$ cat src/logic/pmcr_pkg.sv
// Constants for the multiplier configuration register bank
package pmcr_pkg;
  localparam logic [7:0] PMCR_ADDR_DEV_CTRL = 8'h02;
  localparam logic [7:0] PMCR_ADDR_DEV_CFG1 = 8'h03;
  localparam logic [7:0] PMCR_ADDR_DEV_CFG2 = 8'h04;
  localparam logic [7:0] PMCR_ADDR_GLOBAL = 8'h05;
  localparam logic [7:0] PMCR_ADDR_RATIO0 = 8'h06;
  localparam logic [7:0] PMCR_ADDR_RATIO1 = 8'h07;
  localparam logic [7:0] PMCR_ADDR_RATIO2 = 8'h08;
  localparam logic [7:0] PMCR_ADDR_RATIO3 = 8'h09;
  localparam logic [7:0] PMCR_ADDR_FUNC1 = 8'h16;
  localparam logic [7:0] PMCR_ADDR_FUNC2 = 8'h17;
  localparam logic [7:0] PMCR_ADDR_FUNC3 = 8'h1E;
  // Writable bits of each register; reserved bits are never stored
  localparam logic [7:0] PMCR_MASK_DEV_CTRL = 8'h03;
  localparam logic [7:0] PMCR_MASK_DEV_CFG1 = 8'hE7;
  localparam logic [7:0] PMCR_MASK_DEV_CFG2 = 8'hFF;
  localparam logic [7:0] PMCR_MASK_GLOBAL = 8'h09;
  localparam logic [7:0] PMCR_MASK_FUNC1 = 8'hD8;
  localparam logic [7:0] PMCR_MASK_FUNC2 = 8'h18;
  localparam logic [7:0] PMCR_MASK_FUNC3 = 8'h70;
  localparam logic [7:0] PMCR_RST_BYTE = 8'h00;
  localparam logic [31:0] PMCR_RST_RATIO = 32'h0000_0000;
  // Field positions
  localparam int PMCR_UNLOCK_BIT = 7;
  localparam int PMCR_AUX_DIS_BIT = 1;
  localparam int PMCR_CLK_DIS_BIT = 0;
  localparam int PMCR_PORT_EN1_BIT = 0;
  localparam int PMCR_AUX_SRC_LSB = 1;
  localparam int PMCR_RMOD_LSB = 5;
  localparam int PMCR_HOLD_BIT = 3;
  localparam int PMCR_PORT_EN2_BIT = 0;
  localparam int PMCR_SKIP_BIT = 7;
  localparam int PMCR_LOCK_STYLE_BIT = 6;
  localparam int PMCR_PREDIV_LSB = 3;
  localparam int PMCR_UNL_OUT_BIT = 4;
  localparam int PMCR_FORMAT_BIT = 3;
  localparam int PMCR_BW_LSB = 4;
  typedef enum logic [1:0] {
    PMCR_AUX_REF = 2'h0,
    PMCR_AUX_FREQ_IN = 2'h1,
    PMCR_AUX_PLL_OUT = 2'h2,
    PMCR_AUX_LOCK = 2'h3
  } pmcr_aux_src_t;
  typedef enum logic [1:0] {
    PMCR_DIV_BY4 = 2'h0,
    PMCR_DIV_BY2 = 2'h1,
    PMCR_DIV_BY1 = 2'h2,
    PMCR_DIV_RSVD = 2'h3
  } pmcr_prediv_t;
  // Reference edges counted per output tick, minus one
  localparam logic [1:0] PMCR_DIV4_LAST = 2'h3;
  localparam logic [1:0] PMCR_DIV2_LAST = 2'h1;
  localparam logic [1:0] PMCR_DIV1_LAST = 2'h0;
  localparam logic PMCR_FMT_20_12 = 1'b0;
  localparam logic PMCR_FMT_12_20 = 1'b1;
endpackage

$ cat src/logic/pmcr_ref_divider.sv
// Reference pre-divider: one tick per 4, 2 or 1 reference edges
`timescale 1ns/1ps
module pmcr_ref_divider (
  // Clock and reset
  input wire logic sys_clk,
  input wire logic sys_rst,
  // Control
  input wire pmcr_pkg::pmcr_prediv_t div_code,
  input wire logic ref_edge,
  // Result
  output logic div_tick,
  output logic div_level,
  output logic div_code_bad
);
  import pmcr_pkg::*;

  logic [1:0] cnt_reg;
  logic [1:0] cnt_next;
  logic [1:0] last_count;
  logic tick_next;
  logic level_reg;
  logic tick_reg;

  assign last_count = (div_code == PMCR_DIV_BY4) ? PMCR_DIV4_LAST :
                      (div_code == PMCR_DIV_BY2) ? PMCR_DIV2_LAST : PMCR_DIV1_LAST;
  // Reserved code stops the divider rather than guessing a ratio
  assign div_code_bad = (div_code == PMCR_DIV_RSVD);
  assign tick_next = ref_edge && !div_code_bad && (cnt_reg >= last_count);
  assign cnt_next = (tick_next || div_code_bad) ? 2'h0 :
                    (ref_edge ? cnt_reg + 2'h1 : cnt_reg);

  always_ff @(posedge sys_clk) begin
    if (sys_rst) begin
      cnt_reg <= 2'h0;
      tick_reg <= 1'b0;
      level_reg <= 1'b0;
    end else begin
      cnt_reg <= cnt_next;
      tick_reg <= tick_next;
      level_reg <= level_reg ^ tick_next;
    end
  end

  assign div_tick = tick_reg;
  assign div_level = level_reg;
endmodule // pmcr_ref_divider

$ cat src/logic/pmcr_config_regs.sv
// Configuration register bank of the fractional-N multiplier
`timescale 1ns/1ps
module pmcr_config_regs (
  // Clock and reset
  input wire logic sys_clk,
  input wire logic sys_rst,
  // Byte access from the serial control port
  input wire logic reg_wr,
  input wire logic reg_rd,
  input wire logic [7:0] reg_addr,
  input wire logic [7:0] reg_wdata,
  input wire logic port_four_wire,
  input wire logic chip_addr_seen,
  output logic [7:0] reg_rdata,
  output logic reg_rd_valid,
  // Loop status and clock levels
  input wire logic pll_unlocked,
  input wire logic ref_clk_in,
  input wire logic freq_ref_in,
  input wire logic pll_clk_in,
  // Settings towards the loop
  output logic [31:0] ratio_value,
  output logic ratio_format_select,
  output logic skip_mode_on,
  output logic [2:0] min_loop_bw,
  output logic [2:0] loop_bw_applied,
  output logic [2:0] rmod_select,
  output logic ref_div_tick,
  output logic ref_div_code_bad,
  output logic hold_active,
  output logic control_port_mode,
  // Pins
  output logic aux_out_o,
  output logic aux_out_oe_n,
  output logic clk_out_o,
  output logic clk_out_oe_n
);
  import pmcr_pkg::*;

  logic [7:0] ctrl_pend_reg, cfg1_pend_reg, cfg2_pend_reg;
  logic [7:0] ctrl_act_reg, cfg1_act_reg, cfg2_act_reg;
  logic [7:0] ctrl_pend_next, cfg1_pend_next, cfg2_pend_next;
  logic [7:0] global_reg, func1_reg, func2_reg, func3_reg;
  logic [31:0] ratio_reg;
  logic [2:0] bw_applied_reg;
  logic seen_reg, mode_reg;
  logic hold_next;
  logic [7:0] rdata_reg;
  logic rd_valid_reg;
  logic ref_clk_q, ref_edge;
  logic div_level;
  logic aux_o_reg, aux_oe_n_reg, clk_o_reg, clk_oe_n_reg;
  logic aux_o_next, aux_oe_n_next, clk_o_next, clk_oe_n_next;
  logic [7:0] rd_mux;

  // Write decode
  wire wr_ctrl = reg_wr && reg_addr == PMCR_ADDR_DEV_CTRL;
  wire wr_cfg1 = reg_wr && reg_addr == PMCR_ADDR_DEV_CFG1;
  wire wr_cfg2 = reg_wr && reg_addr == PMCR_ADDR_DEV_CFG2;
  wire wr_global = reg_wr && reg_addr == PMCR_ADDR_GLOBAL;
  wire wr_func1 = reg_wr && reg_addr == PMCR_ADDR_FUNC1;
  wire wr_func2 = reg_wr && reg_addr == PMCR_ADDR_FUNC2;
  wire wr_func3 = reg_wr && reg_addr == PMCR_ADDR_FUNC3;
  wire [3:0] wr_ratio = {reg_wr && reg_addr == PMCR_ADDR_RATIO0,
                         reg_wr && reg_addr == PMCR_ADDR_RATIO1,
                         reg_wr && reg_addr == PMCR_ADDR_RATIO2,
                         reg_wr && reg_addr == PMCR_ADDR_RATIO3};

  // Reserved bits are dropped, so stray writes there cannot reach the loop
  wire [7:0] wdata_ctrl = reg_wdata & PMCR_MASK_DEV_CTRL;
  wire [7:0] wdata_cfg1 = reg_wdata & PMCR_MASK_DEV_CFG1;
  wire [7:0] wdata_cfg2 = reg_wdata & PMCR_MASK_DEV_CFG2;

  assign ctrl_pend_next = wr_ctrl ? wdata_ctrl : ctrl_pend_reg;
  assign cfg1_pend_next = wr_cfg1 ? wdata_cfg1 : cfg1_pend_reg;
  assign cfg2_pend_next = wr_cfg2 ? wdata_cfg2 : cfg2_pend_reg;
  assign hold_next = wr_global ? reg_wdata[PMCR_HOLD_BIT] : global_reg[PMCR_HOLD_BIT];

  // Pending and active copies of 02h-04h
  always_ff @(posedge sys_clk) begin
    if (sys_rst) begin
      ctrl_pend_reg <= PMCR_RST_BYTE;
      cfg1_pend_reg <= PMCR_RST_BYTE;
      cfg2_pend_reg <= PMCR_RST_BYTE;
      ctrl_act_reg <= PMCR_RST_BYTE;
      cfg1_act_reg <= PMCR_RST_BYTE;
      cfg2_act_reg <= PMCR_RST_BYTE;
    end else begin
      ctrl_pend_reg <= ctrl_pend_next;
      cfg1_pend_reg <= cfg1_pend_next;
      cfg2_pend_reg <= cfg2_pend_next;
      // A write landing with hold off, or hold released, applies all at once
      if (!hold_next) begin
        ctrl_act_reg <= ctrl_pend_next;
        cfg1_act_reg <= cfg1_pend_next;
        cfg2_act_reg <= cfg2_pend_next;
      end
    end
  end

  // Global and function registers take effect directly
  always_ff @(posedge sys_clk) begin
    if (sys_rst) begin
      global_reg <= PMCR_RST_BYTE;
      func1_reg <= PMCR_RST_BYTE;
      func2_reg <= PMCR_RST_BYTE;
      func3_reg <= PMCR_RST_BYTE;
      ratio_reg <= PMCR_RST_RATIO;
    end else begin
      if (wr_global) global_reg <= reg_wdata & PMCR_MASK_GLOBAL;
      if (wr_func1) func1_reg <= reg_wdata & PMCR_MASK_FUNC1;
      if (wr_func2) func2_reg <= reg_wdata & PMCR_MASK_FUNC2;
      if (wr_func3) func3_reg <= reg_wdata & PMCR_MASK_FUNC3;
      for (int i = 0; i < 4; i++) begin
        if (wr_ratio[i]) ratio_reg[8*i +: 8] <= reg_wdata;
      end
    end
  end

  // Bandwidth reaches the loop only while it is unlocked
  always_ff @(posedge sys_clk) begin
    if (sys_rst) begin
      bw_applied_reg <= 3'h0;
    end else if (pll_unlocked) begin
      bw_applied_reg <= func3_reg[PMCR_BW_LSB +: 3];
    end
  end

  // Port mode; the address flag is sticky until reset
  wire mode_next = seen_reg && cfg1_act_reg[PMCR_PORT_EN1_BIT]
                   && global_reg[PMCR_PORT_EN2_BIT];
  always_ff @(posedge sys_clk) begin
    if (sys_rst) begin
      seen_reg <= 1'b0;
      mode_reg <= 1'b0;
    end else begin
      seen_reg <= seen_reg | chip_addr_seen;
      mode_reg <= mode_next;
    end
  end

  // Read mux; the unlock flag is live status
  always_comb begin
    case (reg_addr)
      PMCR_ADDR_DEV_CTRL: rd_mux = {pll_unlocked, 5'h00, ctrl_pend_reg[1:0]};
      PMCR_ADDR_DEV_CFG1: rd_mux = cfg1_pend_reg;
      PMCR_ADDR_DEV_CFG2: rd_mux = cfg2_pend_reg;
      PMCR_ADDR_GLOBAL: rd_mux = global_reg;
      PMCR_ADDR_RATIO0: rd_mux = ratio_reg[31:24];
      PMCR_ADDR_RATIO1: rd_mux = ratio_reg[23:16];
      PMCR_ADDR_RATIO2: rd_mux = ratio_reg[15:8];
      PMCR_ADDR_RATIO3: rd_mux = ratio_reg[7:0];
      PMCR_ADDR_FUNC1: rd_mux = func1_reg;
      PMCR_ADDR_FUNC2: rd_mux = func2_reg;
      PMCR_ADDR_FUNC3: rd_mux = func3_reg;
      default: rd_mux = 8'h00;
    endcase
  end

  // Four-wire reads get no answer at all
  always_ff @(posedge sys_clk) begin
    if (sys_rst) begin
      rdata_reg <= 8'h00;
      rd_valid_reg <= 1'b0;
    end else begin
      rd_valid_reg <= reg_rd && !port_four_wire;
      if (reg_rd && !port_four_wire) rdata_reg <= rd_mux;
    end
  end

  // Reference pre-divider
  always_ff @(posedge sys_clk) begin
    if (sys_rst) ref_clk_q <= 1'b0;
    else ref_clk_q <= ref_clk_in;
  end
  assign ref_edge = ref_clk_in && !ref_clk_q;

  pmcr_ref_divider u_prediv (
    .sys_clk(sys_clk),
    .sys_rst(sys_rst),
    .div_code(pmcr_prediv_t'(func1_reg[PMCR_PREDIV_LSB +: 2])),
    .ref_edge(ref_edge),
    .div_tick(ref_div_tick),
    .div_level(div_level),
    .div_code_bad(ref_div_code_bad)
  );

  // Pin drive
  wire pmcr_aux_src_t aux_src = pmcr_aux_src_t'(cfg1_act_reg[PMCR_AUX_SRC_LSB +: 2]);
  wire lock_style = func1_reg[PMCR_LOCK_STYLE_BIT];
  wire unl_run = func2_reg[PMCR_UNL_OUT_BIT];
  always_comb begin
    aux_o_next = 1'b0;
    aux_oe_n_next = 1'b0;
    case (aux_src)
      PMCR_AUX_REF: aux_o_next = div_level;
      PMCR_AUX_FREQ_IN: aux_o_next = freq_ref_in;
      PMCR_AUX_PLL_OUT: aux_o_next = clk_o_next;
      PMCR_AUX_LOCK: begin
        if (lock_style) begin
          aux_o_next = 1'b0;
          aux_oe_n_next = !pll_unlocked;
        end else begin
          aux_o_next = pll_unlocked;
        end
      end
      default: aux_o_next = 1'b0;
    endcase
    if (ctrl_act_reg[PMCR_AUX_DIS_BIT]) aux_oe_n_next = 1'b1;
  end
  // Unlocked output is whatever the loop gives when running is allowed
  assign clk_o_next = pll_clk_in && (unl_run || !pll_unlocked);
  assign clk_oe_n_next = ctrl_act_reg[PMCR_CLK_DIS_BIT];

  always_ff @(posedge sys_clk) begin
    if (sys_rst) begin
      aux_o_reg <= 1'b0;
      aux_oe_n_reg <= 1'b1;
      clk_o_reg <= 1'b0;
      clk_oe_n_reg <= 1'b1;
    end else begin
      aux_o_reg <= aux_o_next;
      aux_oe_n_reg <= aux_oe_n_next;
      clk_o_reg <= clk_o_next;
      clk_oe_n_reg <= clk_oe_n_next;
    end
  end

  assign reg_rdata = rdata_reg;
  assign reg_rd_valid = rd_valid_reg;
  assign ratio_value = ratio_reg;
  assign ratio_format_select = func2_reg[PMCR_FORMAT_BIT];
  assign skip_mode_on = func1_reg[PMCR_SKIP_BIT];
  assign min_loop_bw = func3_reg[PMCR_BW_LSB +: 3];
  assign loop_bw_applied = bw_applied_reg;
  assign rmod_select = cfg1_act_reg[PMCR_RMOD_LSB +: 3];
  assign hold_active = global_reg[PMCR_HOLD_BIT];
  assign control_port_mode = mode_reg;
  assign aux_out_o = aux_o_reg;
  assign aux_out_oe_n = aux_oe_n_reg;
  assign clk_out_o = clk_o_reg;
  assign clk_out_oe_n = clk_oe_n_reg;
endmodule // pmcr_config_regs

$ cat config.mk
export PLATFORM = sky130hd
export DESIGN_NAME = pmcr_config_regs
export DESIGN_NICKNAME = d
export VERILOG_FILES = /design/src/logic/pmcr_pkg.sv /design/src/logic/pmcr_ref_divider.sv /design/src/logic/pmcr_config_regs.sv
export SDC_FILE = /design/constraint.sdc
export NUM_CORES = 1
export LEC_CHECK = 0
export ABC_AREA = 1
export BUFFER_PORTS_ARGS = -buffer_cell sky130_fd_sc_hd__buf_2
export CORE_MARGIN = 3
export CORE_UTILIZATION = 30
export CTS_BUF_LIST = sky130_fd_sc_hd__clkbuf_16
export DETAILED_ROUTE_END_ITERATION = 12
export HOLD_SLACK_MARGIN = 0.03
export PLACE_DENSITY_LB_ADDON = 0.2
export SLEW_MARGIN = 10
export SYNTH_ARGS = -nofsm -noshare
export SYNTH_HDL_FRONTEND = slang
export SYNTH_SLANG_ARGS = --single-unit
$ cat constraint.sdc
create_clock -name sys_clk -period 1.4 [get_ports sys_clk]
set_input_delay 0.28 -clock sys_clk [delete_from_list [all_inputs] [get_ports sys_clk]]
set_output_delay 0.28 -clock sys_clk [all_outputs]
set_load 0.02 [all_outputs]
==> flow_summary.ini <==
[worst_setup_path]
crit_type = reg -> out
cp-end-kind = primary output
critPathMaxFanout = 3
arrival_ps = 1060
required_ps = 1120
start_kind = register

[worst_hold_path]
hp-class = in -> reg

[timing]
fin_crit_ps = 1341
worst_slew_pin_slew_ps = 335.7
hold_viol = 0
finalMaxSlewViolations = 0
skew_ps = 8.809
min_period_over_period_pct = 95.82
clock.fmax_mhz = 745.5
relSlewSlack_pct = 77.56
rsz0062_at_grt = no
setup_viol = 0

[yosys]
yosysSeqAreaShare_pct = 44.67
synth_cells = 562
synth_edf_count = 0
netlist_top_cells_count = dfxtp_1, inv_1, nor2_1, nand2_1, a21oi_1
synthArstFlopShare_pct = 0
synth_area_leader_cell = dfxtp_1
synth_warnings = 0
syn_nets = 590
synthFlopType = dfxtp_1
synth.area.top_cells = dfxtp_1, a21oi_1, nand3_1
yosys_register_bits = 92
postSynthAreaPerCell_um2 = 7.336
syn_area_mm2 = 0.004123
yosysMostFrequentCell = dfxtp_1
synth_cell_type_count = 33
synth_top_cell_area_share_pct = 44.67

[detailed_routing]
antenna_left = 0
vias = 3966
wl_per_cell_um = 15.25
remaining_drc_errors = 0
firstDrtPassIters = 5
drt-total-wl_mm = 13.02
vias_per_cell = 4.644
drt_iter0_markers = 329

[placed_design]
gp_congestion = 0.8824
io_buffers = 85
hpwl_mm = 9.803
place_inst = 838
placed_cell_area_mm2 = 0.004940

[floorplan]
fp-row-count = 42
fp.coreArea_mm2 = 0.01335
ioPinCount = 86
dieArea_mm2 = 0.01518
dieWidth_um = 123.2
start_util_pct = 30.89
die_y_um = 123.2

[clocking]
clk_path_buf_depth = 2
post_cts_buffers = 0
cts_buffers = 9
cts_root_buffer = clkbuf_16
cts_tree = done
cts.htree.levels = 3
cts_sinks = 92
clk_pin_slew_ps = 60
ctsHoldBuffers = 0
clk_latency_ps = 340

[grt]
track_usage_pct = 17.73
grt_pass1_wl_mm = 20.28
grt_pass1_vias = 3811
antenna_found_initial = 0
overflow = 0
grt_max_degree = 62

[final_layout]
fillers = 1466
largest_reg_flops = 32
stdcell_count = 854
area.sequential_mm2 = 0.001843
nNetsFinal = 701
multi_input_area_mm2 = 0.001844
stdcell_area_mm2 = 0.005295
drive_gt1_share_pct = 25.81
postLayoutCoreUtil_pct = 39.67
areaGrowthSynthToFinish_pct = 28.44
diodes = 0

[pwr]
sequentialPowerShare_pct = 47.4
vdd_ir_drop_max_uv = 546.1
pwr-share-comb_pct = 6.5
switching_share_pct = 22.88
powerDensity_mw_per_mm2 = 1058
cellLeakagePower_nw = 2.460
p_sw_mw = 1.281
p_int_mw = 4.319
p_clk_share_pct = 46.2

[status]
status = complete, no violations

[flow_run]
max_cap_viol_count = 0
metrics by stage:
stage / TNS (ps) / hold WS [ps] / setup WS (ps) / power [mW]
2_1_floorplan: 0 / 370.0 / 54.36 / 2.895
3_3_place_gp: -8619 / 437.7 / -221.4 / 3.063
3_5_place_dp: -10000 / 436.9 / -257.7 / 3.067
4_1_cts: 0 / 135.6 / 7.928 / 5.652
5_1_grt: 0 / 158.1 / 5.625 / 5.803
6_report: 0 / 140.7 / 58.54 / 5.600
power groups by stage:
stage	clock (mW)	sequential, mW	combinational (mW)
6_report	2.58	2.65	0.362
5_1_grt	2.75	2.65	0.399
4_1_cts	2.64	2.65	0.358
3_5_place_dp	0	2.71	0.356
3_3_place_gp	0	2.71	0.352
2_1_floorplan	0	2.73	0.169
layout make-up:
type                       count  area share (%)
timing repair buffer         124           14.34
clock buffer                   9           4.253
sequential                    92           34.81
clock inverter                 7           1.749
inverter                      82           5.860
multi-input combinational    364           34.83
tap                          176           4.159
worst paths after layout:
path,startpoint,to,slack (ps),cells after the start
hold / removal,chip_addr_seen,seen_reg,140,3
hold reg to reg,ctrl_act_reg[0],clk_out_oe_n,450,1
setup reg to reg,func1_reg[3],u_prediv.cnt_reg[0],120,8
setup / recovery,func1_reg[4],ref_div_code_bad,60,4
cells by family (layout without fill, tap and decap cells):
logic type | Yosys count | after routing | share of synthesized area [%]
compound gates | 132 | 132 | 16.12
flops | 92 | 92 | 44.67
fa+ha+maj | 2 | 2 | 0.6069
xor+xnor | 1 | 1 | 0.2125
simple gates | 229 | 229 | 26.95
buf+inv | 106 | 222 | 11.44
critical path, stage by stage (launching register included):
cell,delay [ps]
dfxtp_1,310
buf_4,130
nand2_2,90
inv_1,40
buf_2,150
what timing repair did:
action,CTS,global route
resized for setup,1,10
hold endpoints to repair,0,0
endpoints found under the setup margin,1,10
placed cells by master (no fill, tap or decap):
master      synthesis  routed
nand2_2             3       4
nand3b_1            2       2
nor2_4              5       7
dfxtp_1            92      91
nand2_1            66      65
nor3b_2             0       1
ha_1                2       2
a32oi_1             1       1
nor3_1              3       3
nand3_1            59      57
inv_2               4       3
nor2_2              7       5
or2_2               4       4
clkinv_1            1       2
clkbuf_16           0       9
nor2_1             67      67
inv_4               0       1
nand4_1             1       1
dfxtp_2             0       1
bufinv_16           0       2
buf_12              1       3
nand2_4             4       4
buf_6               3       1
a21oi_1            64      64
xor2_1              1       1
inv_1              77      78
nand3_2             1       2
or2_0               1       1
clkinvlp_4          0       1
clkinv_4            0       2
or2_1               1       1
nand3_4             3       4
buf_2               4      85
or2_4               1       1
o21ai_1             8      10
o21ai_0            59      57
buf_4               8      35
layer usage:
metal | track usage [%] | vias to the layer above | part of all wire (%)
li1 | - | 2040 | -
met1 | 23.38 | 1790 | 44
met2 | 28.98 | 117 | 47
met3 | 3.065 | 19 | 7.0
met4 | 6.782 | 0 | 2.4
met5 | 0 | - | 0
(Power assumes the default switching activity.)
